==> config.mk <==
export PLATFORM = sky130hd
export DESIGN_NAME = msr_top
export DESIGN_NICKNAME = d
export VERILOG_FILES = /design/src/verilog/msr_pkg.sv /design/src/verilog/msr_top.sv
export SDC_FILE = /design/constraint.sdc
export NUM_CORES = 1
export LEC_CHECK = 0
export ABC_CLOCK_PERIOD_IN_PS = 6800
export BUFFER_PORTS_ARGS = -buffer_cell sky130_fd_sc_hd__buf_4
export CAP_MARGIN = 20
export CORE_MARGIN = 1.5
export CORE_UTILIZATION = 36
export CTS_CLUSTER_DIAMETER = 50
export DETAILED_ROUTE_END_ITERATION = 12
export GPL_ROUTABILITY_DRIVEN = 0
export HOLD_SLACK_MARGIN = 0.15
export PLACE_DENSITY = 0.53
export SYNTH_ARGS = -nofsm -noshare
export SYNTH_HDL_FRONTEND = slang
export SYNTH_SLANG_ARGS = --single-unit
==> constraint.sdc <==
create_clock -name aclk -period 6.8 [get_ports aclk]
set_input_delay 1.7 -clock aclk [delete_from_list [all_inputs] [get_ports aclk]]
set_output_delay 1.7 -clock aclk [all_outputs]
set_load 0.05 [all_outputs]
==> src/verilog/msr_pkg.sv <==
`default_nettype none
package msr_pkg;
	// Clock and bit timing
	localparam int CLK_HZ = 25_000_000;
	localparam int CLK_NS = 40;
	localparam int BIT_NS = 833_333;
	localparam int BIT_CYC_DEF = BIT_NS / CLK_NS;
	// Async output rates in tenths of bit/s: +1 % and +2.3 % overspeed
	localparam int OVS_STD_BPSX10 = 12_120;
	localparam int OVS_EXT_BPSX10 = 12_276;
	localparam int OVS_STD_CYC_DEF = (CLK_HZ * 10 + OVS_STD_BPSX10 - 1) / OVS_STD_BPSX10;
	localparam int OVS_EXT_CYC_DEF = (CLK_HZ * 10 + OVS_EXT_BPSX10 - 1) / OVS_EXT_BPSX10;
	localparam int STOP_NUM = 7;
	localparam int STOP_DEN = 8;
	localparam logic [5:0] BRK_ADD = 6'h03;
	// Scrambler taps for 1 + x^-14 + x^-17
	localparam int SCR_LEN = 17;
	localparam int SCR_TAP_A = 13;
	localparam int SCR_TAP_B = 16;
	// Register map
	localparam int AXI_AW = 8;
	localparam logic [7:0] REG_CTRL = 8'h00;
	localparam logic [7:0] REG_STAT = 8'h04;
	localparam logic [1:0] RESP_OKAY = 2'h0;
	localparam logic [1:0] RESP_SLVERR = 2'h2;
	// Control fields
	localparam int B_SYNC = 0;
	localparam int B_XOVS = 2;
	localparam int B_SCRBYP = 3;
	localparam int B_ANS = 4;
	localparam int B_ALB = 5;
	localparam int B_BACK = 6;
	localparam int F_TSRC = 8;
	localparam int F_MODE = 10;
	localparam int F_NBITS = 12;
	localparam logic [31:0] CTRL_RST = 32'h0000_a000;
	localparam logic [31:0] CTRL_MASK = 32'h0000_ff7d;
	localparam logic [1:0] TSRC_INT = 2'h0;
	localparam logic [1:0] TSRC_SLAVE = 2'h1;
	localparam logic [1:0] TSRC_EXT = 2'h2;
	localparam logic [1:0] MODE_PSK = 2'h0;
	localparam logic [1:0] MODE_FSK300 = 2'h1;
	localparam logic [1:0] MODE_FSK1200 = 2'h2;
	// Phase changes in quarter turns
	localparam logic [1:0] PH_0 = 2'h0;
	localparam logic [1:0] PH_90 = 2'h1;
	localparam logic [1:0] PH_180 = 2'h2;
	localparam logic [1:0] PH_270 = 2'h3;
	// Tone frequencies in Hz
	localparam logic [11:0] HZ_1200 = 12'h4b0;
	localparam logic [11:0] HZ_2400 = 12'h960;
	localparam logic [11:0] HZ_1270 = 12'h4f6;
	localparam logic [11:0] HZ_1070 = 12'h42e;
	localparam logic [11:0] HZ_2225 = 12'h8b1;
	localparam logic [11:0] HZ_2025 = 12'h7e9;
	localparam logic [11:0] HZ_2200 = 12'h898;
	localparam logic [11:0] HZ_387 = 12'h183;
	localparam logic [11:0] HZ_487 = 12'h1e7;
	localparam int FIFO_AW = 4;
	typedef enum logic {TA_IDLE, TA_BITS} msr_ta_t;
endpackage
`default_nettype wire

==> src/verilog/msr_top.sv <==
// Our own choices: the register addresses and the AXI4-Lite slave port.
`timescale 1ns/1ps
`default_nettype none
module msr_top #(
	parameter int BIT_CYC = msr_pkg::BIT_CYC_DEF,
	parameter int OVS_STD_CYC = msr_pkg::OVS_STD_CYC_DEF,
	parameter int OVS_EXT_CYC = msr_pkg::OVS_EXT_CYC_DEF
) (
	input wire logic aclk,
	input wire logic aresetn,
	input wire logic [msr_pkg::AXI_AW-1:0] s_axi_awaddr,
	input wire logic s_axi_awvalid,
	output logic s_axi_awready,
	input wire logic [31:0] s_axi_wdata,
	input wire logic [3:0] s_axi_wstrb,
	input wire logic s_axi_wvalid,
	output logic s_axi_wready,
	output logic [1:0] s_axi_bresp,
	output logic s_axi_bvalid,
	input wire logic s_axi_bready,
	input wire logic [msr_pkg::AXI_AW-1:0] s_axi_araddr,
	input wire logic s_axi_arvalid,
	output logic s_axi_arready,
	output logic [31:0] s_axi_rdata,
	output logic [1:0] s_axi_rresp,
	output logic s_axi_rvalid,
	input wire logic s_axi_rready,
	input wire logic txd_in,
	input wire logic external_timing_clock,
	input wire logic carrier_detect,
	input wire logic [1:0] dem_phase,
	input wire logic dem_phase_stb,
	input wire logic dem_fsk_bit,
	output logic rxd_out,
	output logic rx_bit_clock,
	output logic tx_bit_clock,
	output logic [1:0] mod_phase,
	output logic mod_phase_stb,
	output logic mod_fsk_bit,
	output logic [11:0] tx_mark_hz,
	output logic [11:0] tx_space_hz,
	output logic [11:0] rx_carrier_hz
);
	import msr_pkg::*;

	localparam logic [15:0] BIT_LAST = 16'(BIT_CYC - 1);
	localparam logic [15:0] BIT_HALF = 16'(BIT_CYC / 2);
	localparam logic [15:0] STD_LAST = 16'(OVS_STD_CYC - 1);
	localparam logic [15:0] EXT_LAST = 16'(OVS_EXT_CYC - 1);
	localparam logic [15:0] STOP_LAST = 16'(OVS_EXT_CYC * STOP_NUM / STOP_DEN - 1);

	// Register decode, shared by read and write paths
	function automatic logic [1:0] reg_sel(input logic [AXI_AW-1:0] a);
		if (a == REG_CTRL) reg_sel = 2'h1;
		else if (a == REG_STAT) reg_sel = 2'h2;
		else reg_sel = 2'h0;
	endfunction

	// Gray mapping of a bit pair onto a phase change
	function automatic logic [1:0] enc_phase(input logic [1:0] p);
		case (p)
			2'h0: enc_phase = PH_90;
			2'h1: enc_phase = PH_0;
			2'h3: enc_phase = PH_270;
			default: enc_phase = PH_180;
		endcase
	endfunction

	function automatic logic [1:0] dec_phase(input logic [1:0] ph);
		case (ph)
			PH_90: dec_phase = 2'h0;
			PH_0: dec_phase = 2'h1;
			PH_270: dec_phase = 2'h3;
			default: dec_phase = 2'h2;
		endcase
	endfunction

	logic [31:0] ctrl, act;
	logic [AXI_AW-1:0] wr_addr;
	logic [31:0] wr_data;
	logic [3:0] wr_strb;
	logic aw_hold, w_hold, wr_fire;
	logic [1:0] txd_sync, ext_sync;
	logic ext_prev, ext_rise, txd_s;
	logic [15:0] tx_cnt, ta_cnt, rx_cnt, out_cnt;
	logic int_tick, tx_tick, rx_emit, rx_clk_rise;
	logic sync_m, fsk_m;
	logic [3:0] nbits, ta_idx, fr_idx;
	logic [15:0] ta_sh, ser_sh;
	logic ta_zero, hold_full, hold_brk, ser_brk, tx_brk, rx_brk;
	logic [15:0] hold_ch;
	logic [5:0] ser_left;
	logic tx_bit, scr_bit, di_half, di_first;
	logic [SCR_LEN-1:0] scr, dsc;
	logic rx_pend, rx_second, rx_raw, rx_d, fr_one, fr_prev_zero;
	logic [1:0] fifo [0:(1<<FIFO_AW)-1];
	logic [FIFO_AW-1:0] wp, rp;
	msr_ta_t ta_st;

	assign sync_m = act[B_SYNC];
	assign fsk_m = act[F_MODE+1 -: 2] != MODE_PSK;
	assign nbits = act[F_NBITS+3 -: 4];
	assign txd_s = txd_sync[1];
	assign ext_rise = ext_sync[1] & ~ext_prev;
	assign wr_fire = aw_hold & w_hold & ~s_axi_bvalid;

	// txd_in and external_timing_clock pass two flops; only the second is read
	always_ff @(posedge aclk) begin
		if (!aresetn) begin
			txd_sync <= 2'h3;
			ext_sync <= 2'h0;
			ext_prev <= 1'b0;
		end else begin
			txd_sync <= {txd_sync[0], txd_in};
			ext_sync <= {ext_sync[0], external_timing_clock};
			ext_prev <= ext_sync[1];
		end
	end

	// Write channel: address and data taken in either order
	always_ff @(posedge aclk) begin
		if (!aresetn) begin
			s_axi_awready <= 1'b0;
			s_axi_wready <= 1'b0;
			s_axi_bvalid <= 1'b0;
			s_axi_bresp <= RESP_OKAY;
			aw_hold <= 1'b0;
			w_hold <= 1'b0;
			wr_addr <= '0;
			wr_data <= '0;
			wr_strb <= 4'h0;
		end else begin
			if (s_axi_awvalid && s_axi_awready) begin
				aw_hold <= 1'b1;
				s_axi_awready <= 1'b0;
				wr_addr <= s_axi_awaddr;
			end else if (!aw_hold && !s_axi_bvalid) begin
				s_axi_awready <= 1'b1;
			end
			if (s_axi_wvalid && s_axi_wready) begin
				w_hold <= 1'b1;
				s_axi_wready <= 1'b0;
				wr_data <= s_axi_wdata;
				wr_strb <= s_axi_wstrb;
			end else if (!w_hold && !s_axi_bvalid) begin
				s_axi_wready <= 1'b1;
			end
			if (wr_fire) begin
				s_axi_bvalid <= 1'b1;
				s_axi_bresp <= (reg_sel(wr_addr) == 2'h0) ? RESP_SLVERR : RESP_OKAY;
				aw_hold <= 1'b0;
				w_hold <= 1'b0;
			end else if (s_axi_bvalid && s_axi_bready) begin
				s_axi_bvalid <= 1'b0;
			end
		end
	end

	// Control register with byte strobes; status writes are ignored
	always_ff @(posedge aclk) begin
		if (!aresetn) begin
			ctrl <= CTRL_RST;
		end else if (wr_fire && reg_sel(wr_addr) == 2'h1) begin
			for (int i = 0; i < 4; i++) begin
				if (wr_strb[i]) ctrl[i*8 +: 8] <= wr_data[i*8 +: 8] & CTRL_MASK[i*8 +: 8];
			end
		end
	end

	// Read channel, one read in flight
	always_ff @(posedge aclk) begin
		if (!aresetn) begin
			s_axi_arready <= 1'b0;
			s_axi_rvalid <= 1'b0;
			s_axi_rdata <= '0;
			s_axi_rresp <= RESP_OKAY;
		end else if (s_axi_arvalid && s_axi_arready) begin
			s_axi_arready <= 1'b0;
			s_axi_rvalid <= 1'b1;
			s_axi_rresp <= RESP_OKAY;
			case (reg_sel(s_axi_araddr))
				2'h1: s_axi_rdata <= ctrl;
				2'h2: s_axi_rdata <= {24'h0, 2'h0, 1'b0, hold_full, rx_brk,
					tx_brk, sync_m, carrier_detect};
				default: begin
					s_axi_rdata <= '0;
					s_axi_rresp <= RESP_SLVERR;
				end
			endcase
		end else if (s_axi_rvalid && s_axi_rready) begin
			s_axi_rvalid <= 1'b0;
		end else if (!s_axi_rvalid) begin
			s_axi_arready <= 1'b1;
		end
	end

	// Mode changes land on an internal bit tick, or at once while in an FSK mode; an idle link clock can't stall
	always_ff @(posedge aclk) begin
		if (!aresetn) act <= CTRL_RST;
		else if (int_tick || fsk_m) act <= ctrl;
	end

	// Internal bit clock at 1200 bit/s
	always_ff @(posedge aclk) begin
		if (!aresetn) tx_cnt <= '0;
		else tx_cnt <= (tx_cnt == BIT_LAST) ? '0 : tx_cnt + 16'h1;
	end
	assign int_tick = tx_cnt == BIT_LAST;

	// Transmit bit timing source
	always_comb begin
		tx_tick = int_tick;
		if (sync_m) begin
			case (act[F_TSRC+1 -: 2])
				TSRC_SLAVE: tx_tick = rx_clk_rise;
				TSRC_EXT: tx_tick = ext_rise;
				default: tx_tick = int_tick;
			endcase
		end
	end

	always_ff @(posedge aclk) begin
		if (!aresetn) tx_bit_clock <= 1'b0;
		else if (sync_m && act[F_TSRC+1 -: 2] == TSRC_SLAVE) tx_bit_clock <= rx_bit_clock;
		else if (sync_m && act[F_TSRC+1 -: 2] == TSRC_EXT) tx_bit_clock <= ext_sync[1];
		else tx_bit_clock <= tx_cnt >= BIT_HALF;
	end

	// Character sampler on the terminal side; samples mid-bit so the
	// terminal's rate error is absorbed within a character
	always_ff @(posedge aclk) begin
		if (!aresetn) begin
			ta_st <= TA_IDLE;
			ta_cnt <= '0;
			ta_idx <= 4'h0;
			ta_sh <= '0;
			ta_zero <= 1'b1;
		end else begin
			case (ta_st)
				TA_IDLE: begin
					if (!txd_s && !sync_m && !fsk_m) begin
						ta_st <= TA_BITS;
						ta_cnt <= BIT_HALF;
						ta_idx <= 4'h0;
						ta_zero <= 1'b1;
					end
				end
				TA_BITS: begin
					if (ta_cnt == 16'h0) begin
						ta_cnt <= BIT_LAST;
						ta_sh[ta_idx] <= txd_s;
						ta_zero <= ta_zero & ~txd_s;
						ta_idx <= ta_idx + 4'h1;
						if (ta_idx == nbits - 4'h1) ta_st <= TA_IDLE;
					end else begin
						ta_cnt <= ta_cnt - 16'h1;
					end
				end
				default: ta_st <= TA_IDLE;
			endcase
		end
	end

	// Sync serializer: idles on mark (added stops), drops a stop when the
	// next character is already waiting
	always_ff @(posedge aclk) begin
		if (!aresetn) begin
			hold_full <= 1'b0;
			hold_brk <= 1'b0;
			hold_ch <= '0;
			ser_sh <= '0;
			ser_left <= '0;
			ser_brk <= 1'b0;
			tx_bit <= 1'b1;
		end else begin
			if (tx_tick) begin
				if (sync_m) begin
					tx_bit <= txd_s;
				end else if (hold_full && (ser_left == 6'h0 ||
					(ser_left == 6'h1 && !ser_brk))) begin
					hold_full <= 1'b0;
					tx_bit <= hold_brk ? 1'b0 : hold_ch[0];
					ser_sh <= hold_brk ? 16'h0 : hold_ch >> 1;
					ser_brk <= hold_brk;
					ser_left <= hold_brk ? {1'b0, nbits, 1'b0} + BRK_ADD - 6'h1
						: {2'h0, nbits} - 6'h1;
				end else if (ser_left != 6'h0) begin
					tx_bit <= ser_sh[0];
					ser_sh <= ser_sh >> 1;
					ser_left <= ser_left - 6'h1;
				end else begin
					tx_bit <= 1'b1;
					ser_brk <= 1'b0;
				end
			end
			// Last, so a character ending as the hold empties is not lost;
			// its final sample lands on this same edge, so merge it here
			if (ta_st == TA_BITS && ta_cnt == 16'h0 && ta_idx == nbits - 4'h1) begin
				hold_full <= 1'b1;
				hold_ch <= ta_sh;
				hold_ch[ta_idx] <= txd_s;
				hold_brk <= ta_zero & ~txd_s;
			end
		end
	end
	assign tx_brk = ser_brk;

	// Scrambler, then bit pairs onto phase changes
	assign scr_bit = act[B_SCRBYP] ? tx_bit : tx_bit ^ scr[SCR_TAP_A] ^ scr[SCR_TAP_B];
	always_ff @(posedge aclk) begin
		if (!aresetn) begin
			scr <= '0;
			di_half <= 1'b0;
			di_first <= 1'b0;
			mod_phase <= PH_0;
			mod_phase_stb <= 1'b0;
			mod_fsk_bit <= 1'b1;
		end else begin
			mod_phase_stb <= 1'b0;
			mod_fsk_bit <= txd_s;
			if (int_tick && !fsk_m) begin
				scr <= {scr[SCR_LEN-2:0], scr_bit};
				di_half <= ~di_half;
				di_first <= scr_bit;
				if (di_half) begin
					mod_phase <= enc_phase({di_first, scr_bit});
					mod_phase_stb <= 1'b1;
				end
			end
		end
	end

	// Receive: one phase change yields two bits, one bit period apart
	always_ff @(posedge aclk) begin
		if (!aresetn) begin
			rx_cnt <= '0;
			rx_pend <= 1'b0;
			rx_second <= 1'b0;
			rx_raw <= 1'b1;
			rx_emit <= 1'b0;
		end else begin
			rx_emit <= 1'b0;
			if (dem_phase_stb && !fsk_m) begin
				{rx_raw, rx_second} <= dec_phase(dem_phase);
				rx_pend <= 1'b1;
				rx_emit <= 1'b1;
				rx_cnt <= BIT_LAST;
			end else if (rx_cnt == 16'h0) begin
				rx_cnt <= BIT_LAST;
				if (rx_pend) begin
					rx_raw <= rx_second;
					rx_pend <= 1'b0;
					rx_emit <= 1'b1;
				end
			end else begin
				rx_cnt <= rx_cnt - 16'h1;
			end
		end
	end
	assign rx_clk_rise = rx_cnt == BIT_HALF;

	// Receive clock falls as each bit is presented, rises mid-bit
	always_ff @(posedge aclk) begin
		if (!aresetn) rx_bit_clock <= 1'b0;
		else if (!carrier_detect || rx_emit) rx_bit_clock <= 1'b0;
		else if (rx_clk_rise) rx_bit_clock <= 1'b1;
	end

	// Descrambler feeds back the received bit, so it resynchronises alone
	assign rx_d = act[B_SCRBYP] ? rx_raw : rx_raw ^ dsc[SCR_TAP_A] ^ dsc[SCR_TAP_B];
	always_ff @(posedge aclk) begin
		if (!aresetn) dsc <= '0;
		else if (rx_emit) dsc <= {dsc[SCR_LEN-2:0], rx_raw};
	end

	// Framer: restores deleted stop bits; all-zero characters pass as is.
	// Entries carry {is_stop, bit}; the faster output drains the extra stop.
	always_ff @(posedge aclk) begin
		if (!aresetn) begin
			wp <= '0;
			fr_idx <= 4'h0;
			fr_one <= 1'b0;
			fr_prev_zero <= 1'b0;
			rx_brk <= 1'b0;
		end else if (rx_emit && !sync_m) begin
			if (fr_idx == 4'h0) begin
				fifo[wp] <= {rx_d, rx_d};
				wp <= wp + 1'b1;
				fr_one <= 1'b0;
				if (!rx_d) fr_idx <= 4'h1;
			end else if (fr_idx == nbits - 4'h1) begin
				fr_prev_zero <= ~fr_one & ~rx_d;
				rx_brk <= fr_prev_zero & ~fr_one & ~rx_d;
				if (!rx_d && fr_one) begin
					fifo[wp] <= 2'h3;
					fifo[wp + 1'b1] <= 2'h0;
					wp <= wp + 2'h2;
					fr_idx <= 4'h1;
					fr_one <= 1'b0;
				end else begin
					fifo[wp] <= {rx_d, rx_d};
					wp <= wp + 1'b1;
					fr_idx <= 4'h0;
				end
			end else begin
				fifo[wp] <= {1'b0, rx_d};
				wp <= wp + 1'b1;
				fr_one <= fr_one | rx_d;
				fr_idx <= fr_idx + 4'h1;
			end
		end
	end

	// Data output: mark without carrier, direct in FSK and sync modes
	always_ff @(posedge aclk) begin
		if (!aresetn) begin
			rp <= '0;
			out_cnt <= '0;
			rxd_out <= 1'b1;
		end else if (!carrier_detect) begin
			rxd_out <= 1'b1;
			rp <= wp;
		end else if (fsk_m) begin
			rxd_out <= dem_fsk_bit;
		end else if (sync_m) begin
			if (rx_emit) rxd_out <= rx_d;
		end else if (out_cnt != 16'h0) begin
			out_cnt <= out_cnt - 16'h1;
		end else if (rp != wp) begin
			rxd_out <= fifo[rp][0];
			rp <= rp + 1'b1;
			if (!act[B_XOVS]) out_cnt <= STD_LAST;
			else if (fifo[rp][1]) out_cnt <= STOP_LAST;
			else out_cnt <= EXT_LAST;
		end
	end

	// Carrier and tone selection
	always_ff @(posedge aclk) begin
		if (!aresetn) begin
			tx_mark_hz <= HZ_1200;
			tx_space_hz <= HZ_1200;
			rx_carrier_hz <= HZ_2400;
		end else begin
			case (act[F_MODE+1 -: 2])
				MODE_FSK300: begin
					tx_mark_hz <= act[B_ANS] ? HZ_2225 : HZ_1270;
					tx_space_hz <= act[B_ANS] ? HZ_2025 : HZ_1070;
					rx_carrier_hz <= act[B_ANS] ? HZ_1270 : HZ_2225;
				end
				MODE_FSK1200: begin
					tx_mark_hz <= act[B_BACK] ? HZ_387 : HZ_1200;
					tx_space_hz <= act[B_BACK] ? HZ_487 : HZ_2200;
					rx_carrier_hz <= act[B_BACK] ? HZ_387 : HZ_1200;
				end
				default: begin
					tx_mark_hz <= act[B_ANS] ? HZ_2400 : HZ_1200;
					tx_space_hz <= act[B_ANS] ? HZ_2400 : HZ_1200;
					rx_carrier_hz <= (act[B_ANS] ^ act[B_ALB]) ? HZ_1200 : HZ_2400;
				end
			endcase
		end
	end
endmodule
`default_nettype wire

Word-level counts from Yosys, hierarchy flattened

Memory sizes are Yosys's and may differ from the RTL's. A register that Yosys moved wholly into a read port is not among the register bits.
Index checks and enable logic that the tools add are counted.

Flip-flop bits (word level): 328
Memory bits (writable): 32
Input bits: 66
Output and inout bits: 84
Logic and storage cells: 343
Memories: 1

Add/sub/neg operators: 14
Magnitude comparators: 3
Equal/unequal tests: 31
Mux-type cells: 127
Bitwise operators: 29
Reduce and logical (&&, ||, !) cells: 80

Memories:

| memory | depth | bits a word | rd ports | clocked after Yosys merged registers in | write ports | RTL line      | RTL |
|---|---|---|---|---|---|---|---|
| fifo   | 16    | 2           | 1        | 1                                       | 2           | msr_top.sv:96 | `logic [1:0] fifo [0:(1<<FIFO_AW)-1];` |

Operators by type and width:

| cell                  | number |
|---|---|
| $mux 16               | 6 |
| $mux 12               | 6 |
| $pmux 12 s2           | 3 |
| $mux 1                | 64 |
| $pmux 16 s2           | 2 |
| $mux 4                | 15 |
| $sub 16x1->16 const B | 3 |
| $mux 15               | 3 |
| $logic_not 16->1      | 2 |
| $mux 2                | 14 |
| $reduce_and 2->1      | 11 |
| $logic_and 1x1->1     | 21 |
| $mux 6                | 3 |
| $reduce_bool 2->1     | 9 |
| $add 16x1->16 const B | 1 |
| $add 4x1->4 const B   | 4 |
| $bwmux 16             | 1 |
| $eq 16x14->1 const B  | 1 |
| $eq 16x15->1 const B  | 1 |
| $eq 8x3->1 const B    | 2 |
| $ge 16x14->1 const B  | 1 |
| $logic_not 8->1       | 2 |
| $reduce_bool 16->1    | 1 |
| $reduce_and 3->1      | 5 |
| other kinds (38)      | 103 |

Longest topological paths before layout

Gate-level depths: netlist (run 1).

Depth in word-level cells: 14
Mapped depth: 10
Mapped depth without buffers: 7

Worst setup path after synthesis (run 1)

Ideal clock, no wire load.

Path kind: input -> register
From: input port aresetn
To: memory fifo[3][1]
Library setup time: 148 ps
Arrival time: 2763 ps
Data required time: 6652 ps
Slack: 3889 ps
Stages: 6
Buffers on the path: 1
Path through: clkbuf_1 -> nand4b_1 -> nor3_1 -> nor2b_1 -> a31oi_1 -> a21oi_1

RTL lines:

| what        | RTL line      | RTL |
|---|---|---|
| from (decl) | msr_top.sv:10 | `input wire logic aresetn,` |
| to (decl)   | msr_top.sv:96 |  |

==> results of run 1 <==
-- critical path, cell delays in order --
cell and delay (ns):
buf_4 0.59, nand4b_1 0.43, nor3_1 0.99, a221oi_1 0.21
-- routing by layer --
metal / share of wire [%] / vias to the layer above
met5: 0 / -
met4: 1.7 / 0
met3: 4.6 / 51
met2: 46 / 250
met1: 48 / 5980
li1: - / 6244
-- final cells by class --
class                           count  area share (%)
Sequential cell                   329            37.9
Timing Repair Buffer              120            5.26
Clock inverter                     15            1.00
Clock buffer                       55            6.73
Multi-Input combinational cell   1255            43.9
Inverter                           61            1.35
Tap cell                          532            3.83
-- flip-flops by register name, indices dropped and copies added, names as in the netlist, 15 cells and up, named ones only --
signal and count:
tx_cnt 16, scr 17, ta_cnt 16, out_cnt 16, dsc 17, ta_sh 16, ser_sh 15, fifo 32
hold_ch 16, rx_cnt 16, s_axi_rdata 15
-- logic make-up after synthesis --
logic type	Yosys count	synth area share, %
DFF	329	44.0
adders and majority gates	35	2.92
and+or+nand+nor	686	21.6
muxes	71	5.29
other	1	0.0250
xor gates and xnor gates	55	3.58
AOI/OAI and AO/OA	385	16.9
buffers and inverters	194	5.76
-- layout by cell type, fill, tap and decap left out, types with 23 or more instances in the layout --
cell / Yosys / layout
dfxtp_1: 329 / 329
nand2_1: 220 / 220
nor2_1: 205 / 204
a21oi_1: 138 / 138
buf_4: 33 / 119
inv_1: 60 / 60
mux2i_1: 60 / 60
nor3_1: 55 / 54
nand3_1: 54 / 54
o21ai_0: 51 / 51
clkbuf_16: 0 / 42
ha_1: 35 / 35
a211oi_1: 30 / 30
xnor2_1: 29 / 29
a22oi_1: 23 / 23
a31oi_1: 23 / 23
conb_1: 1 / 23
-- power groups by stage --
stage                     sequential (mW)  clock [mW]  combinational (mW)
after floorplan                      2.16           0               0.642
after global placement               2.18           0               0.796
after detailed placement             2.18           0               0.806
after CTS                            2.14        2.22               0.809
after global routing                 2.16        2.31               0.900
final                                2.14        2.16               0.813
-- worst paths after layout --
check | from | to | slack [ns] | depth (start not counted)
hold / removal | txd_sync[0] | txd_sync[1] | 0.41 | 1
hold reg to reg | txd_sync[0] | txd_sync[1] | 0.41 | 1
setup reg to reg | ta_cnt[10] | hold_ch[13] | 3.42 | 6
setup / recovery | aresetn | fifo[2][0] | 3.19 | 4
==> results.txt, run 1 <==
* Clock insertion delay at the later pin of the skew report: 0.56 ns
* Total placed instance area: 16000 um2
- In the synthesized netlist, the cells that appear most often are 329 x dfxtp_1, 220 x nand2_1, 205 x nor2_1.
* Maximum fanout along the worst path: 59
* Critical Path Sink Type: flip-flop
* Final total power: between 5 and 6 mW
* Slew at the pin with the worst max-slew slack: 1.14 ns
- Mean instance size in the synthesized netlist: 8.53 um2
- Maximum ir drop on the vdd rail: 188 uV
* Buffers added on ports: about 110
* Total of endpoints with negative setup slack in the final report: 0
- The number of antenna diodes in the final layout is 0.
- DRC errors left: 0
* Fill cells: ~4.1k
- Portion of total power attributed to the clock network: 42.2%
- In this run the standard cell core region covers 40900 um2.
* Synth cell types: 73
- Total I/O pin count: 150
- Global Route met1 Usage: 23.9%
* Portion of the clock cycle consumed by the worst path in the final layout: 53.1%
* GR Overflow Total: 0
* Post-synth EDFFs: 0
- The first detailed-routing pass ran for 5 iterations.
- The cell area that synthesis handed to floorplanning was 15000 um2.
- Sequential share of power: 41.9%
- Initial Utilization: between 30% and 40%
* Worst clock skew on the final layout: between 0.03 and 0.04 ns
* Post-layout util: 42.5%
- Maximum number of pins on one net before global-route repair: 153
- From bottom edge to top edge, the die measures 207 um.
- The floorplan step set the die width to around 210 um.
* Vias: between 10k and 15k
* Wire length of the first global-routing pass: 62.1 mm
- In this run, placement finished with an instance count of 2297.
- The flow ran to the end, and the final reports show no timing, DRC or antenna violations.
- Proportion of register bits with asynchronous set or reset after synthesis: 0%
* Share of synthesized area occupied by flip-flops and latches: 44.0%
* Storage element area: ~6600 um2
- Global-route track usage on met3: 3.03%
* Most frequent cell after synthesis: dfxtp_1
- Data on the critical path is required at its endpoint by roughly 7.2 ns.
- Of the total power, the share spent switching nets is between 20% and 30%.
* Final HPWL from detailed placement: roughly 25 mm
- Arrival time worst endpoint: 3.96 ns
* Number of hold buffers added after cts: 0
- Worst relative slew slack: 23.5%
* Summed area of non-filler cells in the final layout: roughly 17000 um2
- The final count of hold timing violations was 0.
- Sorting the synthesized cells by area gives the leading types as dfxtp_1 44%, nand2_1 5.5%, nor2_1 5.1%.
- In this run the post-CTS setup repair buffer count came out at 0.
* Antenna violations before repair: 0
- Area share of the largest cell type after synthesis: 44.0%
- Internal power consumption: 3.68 mW
* Class of the most critical hold timing path: flip-flop to flip-flop
* Share of post-route cells with drive strength above 1: 12.5%
* Global route hottest layer: met2
* Cell at the root of the clock tree: clkbuf_16
- The floorplan has 74 rows.
- Across the run, the number of max-cap violations was 0.
- Dividing total power by cell area gives a power density of 295 nW/um2.
- Most area-hungry cell type in the Yosys netlist: dfxtp_1
* Switching power of the nets: 1.44 mW
- The count of nets left with antenna violations once routing finished came out at 0.
- The worst path meets setup with 3.19 ns of slack.
* Footprint of the multi-input gates: approximately 7600 um2
* Via density: 5.29
- The clock tree synthesis step divided the H-tree into 2 levels.
- Counting the buffers created by CTS gives 41.
- At the placement stage, the worst setup path has a slack of approximately 2.6 ns.
- Overall track demand over capacity in global routing: 17.3%
- The floorplan step defined a die boundary enclosing between 40000 and 50000 um2.
* Yosys reg bits: 329
- Number of warnings issued by yosys: 0
- Sum of routed wire length over all layers: 37.7 mm
- Clock tree from TritonCTS: yes
- At the end of the flow, the number of nets in the layout was 1909.
* Pins over their slew limit: 0
* Maximum frequency from static timing analysis: 277 MHz
* Clock slew seen by the registers of the worst setup and hold paths: around 0.050 ns
- Dividing the detail-routed wire length by the instance count gives around 16 um.
- The most used flip-flop cell after synthesis is dfxtp_1.
- The worst setup path is launched from a primary input.
- Num Clock Sinks: 329
* Unrepaired setup endpoints after global routing: no
- Number of instances in the synthesized netlist: around 1.8k
- Subtracting the final worst setup slack from the clock period gives approximately 3.6 ns.
- After clock tree synthesis, the repair step resized 0 gates.
* Leak: 6.65 nW
* Final-layout worst hold slack: ~0.41 ns
- Via count of the first global-routing pass: 11.8k
* Area delta synth->final: 15.9%
- Category of the most critical setup path: primary input to flip-flop
- Setup TNS: 0 ns
- Fin cells: around 2.4k
- Max Buffers Root-to-Sink: 3
- Per report_power, the combinational group accounts for 15.9% of the total.
- For met2 alone, demand over resource in global routing was about 28%.
- For this block, the initial DRC count from the detailed router was 672.
Power figures use the tool's default switching activity.
==> run 2: changes to the inputs <==
--- a/config.mk
+++ b/config.mk
@@ -5,7 +5,7 @@
 export SDC_FILE = /design/constraint.sdc
 export NUM_CORES = 1
 export LEC_CHECK = 0
-export ABC_CLOCK_PERIOD_IN_PS = 6800
+export ABC_CLOCK_PERIOD_IN_PS = 3100
 export BUFFER_PORTS_ARGS = -buffer_cell sky130_fd_sc_hd__buf_4
 export CAP_MARGIN = 20
 export CORE_MARGIN = 1.5
@@ -14,7 +14,7 @@
 export DETAILED_ROUTE_END_ITERATION = 12
 export GPL_ROUTABILITY_DRIVEN = 0
 export HOLD_SLACK_MARGIN = 0.15
-export PLACE_DENSITY = 0.53
+export PLACE_DENSITY = 0.55
 export SYNTH_ARGS = -nofsm -noshare
 export SYNTH_HDL_FRONTEND = slang
 export SYNTH_SLANG_ARGS = --single-unit
==> constraint.sdc (replaced) <==
create_clock -name aclk -period 3.1 [get_ports aclk]
set_input_delay 0.775 -clock aclk [delete_from_list [all_inputs] [get_ports aclk]]
set_output_delay 0.775 -clock aclk [all_outputs]
set_load 0.05 [all_outputs]
==> run 2 against run 1 <==
Net effect: first-iteration DRC count grew 16%; clock power grew 120%; clock-buffer cell count grew 2; non-clock buffer count grew 26; core utilization grew 0.65 points; via count grew 0.93%; die area is the same; sequential share of layout area shrank 0.57 points; sequential power grew 120%; worst setup slack lost 2.7 ns; critical endpoint is now ta_cnt[10]; highest routed layer unchanged.
==> results.txt, run 2 (synthesis gave the netlist of run 1 again) <==
- The flow ran to the end, and the final reports show no timing, DRC or antenna violations.
* Number of iterations in the first detailed-routing pass: 5
- The H-tree generated during clock tree synthesis spans 2 levels.
* Class of the most critical hold timing path: flip-flop to flip-flop
- Leak: 6.82 nW
- The HPWL after detailed placement is 26.2 mm.
- Buffers added on ports: 106
- The floorplan has 74 rows.
- The final count of hold timing violations was 0.
* Number of flip-flops under the largest register name: 32
- Critical Path Sink Type: flip-flop
* CTS Buf Count: 43
- The worst register-to-register path begins at ta_cnt[10].
- Setup Fix Bufs, Post-CTS: 0
- Using the TritonRoute via totals, the vias-per-cell ratio works out to 5.27.
- Via count of the first global-routing pass: 12.0k
- In this run the clock root is driven by a clkbuf_16.
* Share of post-route cells with drive strength above 1: 14.1%
- GR Overflow Total: 0
- Maximum frequency from static timing analysis: 380 MHz
- The floorplan step defined a die boundary enclosing 42900 um2.
- Sum of routed wire length over all layers: approximately 38 mm
- Capturing point of the worst reg2reg path: ta_cnt[10]
- Core area: ~41000 um2
* Required time at the endpoint of the critical path: 3.53 ns
* Portion of the clock cycle consumed by the worst path in the final layout: a little over four fifths
- Number of hold buffers added after cts: 0
* DRC errors left: 0
- Hold Path End: txd_sync[1]
* Antenna violations before repair: 0
* Num Clock Sinks: 329
- The routed design could run at a clock period as short as 2.63 ns.
- Worst relative slew slack: between 30% and 40%
* Unrepaired setup endpoints after global routing: no
- The clock passes through at most 3 buffers.
* Biggest registers after layout: fifo (32), dsc (17), scr (17)
- Counting instances, the worst hold path has a depth of 1.
- Once the clock tree was built, the resizer swapped 0 gates to a different size.
* Clock insertion delay at the later pin of the skew report: 0.54 ns
* Max-capacitance violation count: 0
- Antenna-violating nets left: 0
- Maximum fanout along the worst path: 8
- The startpoint identified for the worst hold timing path is txd_sync[0].
* Setup TNS: 0 ns
* Maximum ir drop on the vdd rail: approximately 390 uV
* Clock tree from TritonCTS: yes
- Entering global routing, the biggest net connects 97 pins.
- Overall track demand over capacity in global routing: 17.3%
- The floorplan step set the die width to slightly above 200 um.
- For the pin with the worst max-slew slack, the measured transition is 0.967 ns.
* Critical Path Start Type: flip-flop
- Diodes inserted: 0
* Area delta synth->final: 17.7%
- The top cell types in the final layout, fill and taps aside, are 329 x dfxtp_1, 220 x nand2_1, 204 x nor2_1.
- Starting DRT DRC Count: 777
* Die height: roughly 210 um
- Power density relative to cell area: between 600 and 700 nW/um2
- The critical path is of the flip-flop to flip-flop type.
- Between clock sinks in the finished design, the worst skew comes to 0.0202 ns.
* Final total power: ~11 mW
* Setup slack, reg-to-reg: around 0.47 ns
* Pins over their slew limit: 0
- Arrival time worst endpoint: 3.06 ns
- Tracing the worst setup path back leads to its startpoint at ta_cnt[10].
- Initial Utilization: 36.6%
- After detailed routing, the average wire length per cell comes to 15.8 um.
* Count of nets after finishing: 1937
* Vias: 12.6k
- Most common cell after layout, fill and taps aside: dfxtp_1
- Ranked by flip-flop count, first place goes to fifo.
* Number of cells on the worst reg-to-reg path: 5
- In this run the count of I/O pins placed on the die edge is 150.
* Clock slew seen by the registers of the worst setup and hold paths: 0.05 ns
- Setup violations remaining at the end of the flow were counted as 0.
- The first global-routing pass estimated 62.6 mm of wire.
## run 2: changes by cell type in the layout (fill, tap and decap cells not counted), sizes merged
cell,before,now
clkbuf,55,57
clkinvlp,1,0
buf,120,146
clkinv,9,16
bufinv,3,1
## run 2: area by class of cell
type,instances,area [um2]
inverter,61,234
tap,532,666
clock inverter,19,161
multi-input combinational,1255,7630
sequential,329,6590
fill,4074,23300
clock buffer,57,1240
timing repair buffer,146,1120
## run 2: how the worst max path moves through the flow
stage / endpoint / slack (ns)
after floorplan: wp[1] / 0.65
after global placement: ta_cnt[10] / 0.49
after detailed placement: ta_cnt[10] / 0.47
after CTS: ta_cnt[10] / 0.46
after global routing: ta_cnt[10] / 0.36
final: ta_cnt[10] / 0.47
## run 2: critical path, stage by stage (launching register included)
cell and delay (ns):
dfxtp_1 0.34, or4_4 0.57, or4_1 0.67, o211ai_1 0.57, o21ai_0 0.18, a21o_1 0.19
## run 2: layer usage
| layer | share of wire (%) | routed length [um] | global-route usage [%] |
|---|---|---|---|
| met1 | 49 | 18500 | 24.0 |
| met2 | 45 | 17200 | 27.9 |
| met3 | 4.3 | 1650 | 2.85 |
| met4 | 1.5 | 558 | 4.37 |
| met5 | 0 | 0 | 0 |
## run 2: power breakdown
| part | switching (mW) | internal [mW] |
|---|---|---|
| Clock | 1.91 | 2.90 |
| Combinational | 1.09 | 0.752 |
| Sequential | 0.235 | 4.47 |
| Total | 3.23 | 8.12 |
## run 2: through the flow
stage	cell area, um2	std cells	util (%)	setup slack [ns]	hold WS [ns]
2_1_floorplan	15100	1778	-	0.647	0.386
3_3_place_gp	16200	2323	39.7	0.489	0.398
3_5_place_dp	16200	2323	39.7	0.466	0.399
4_1_cts	17600	2399	43.1	0.458	0.402
5_1_grt	17600	2399	43.1	0.362	0.410
6_report	17600	2399	43.1	0.467	0.423
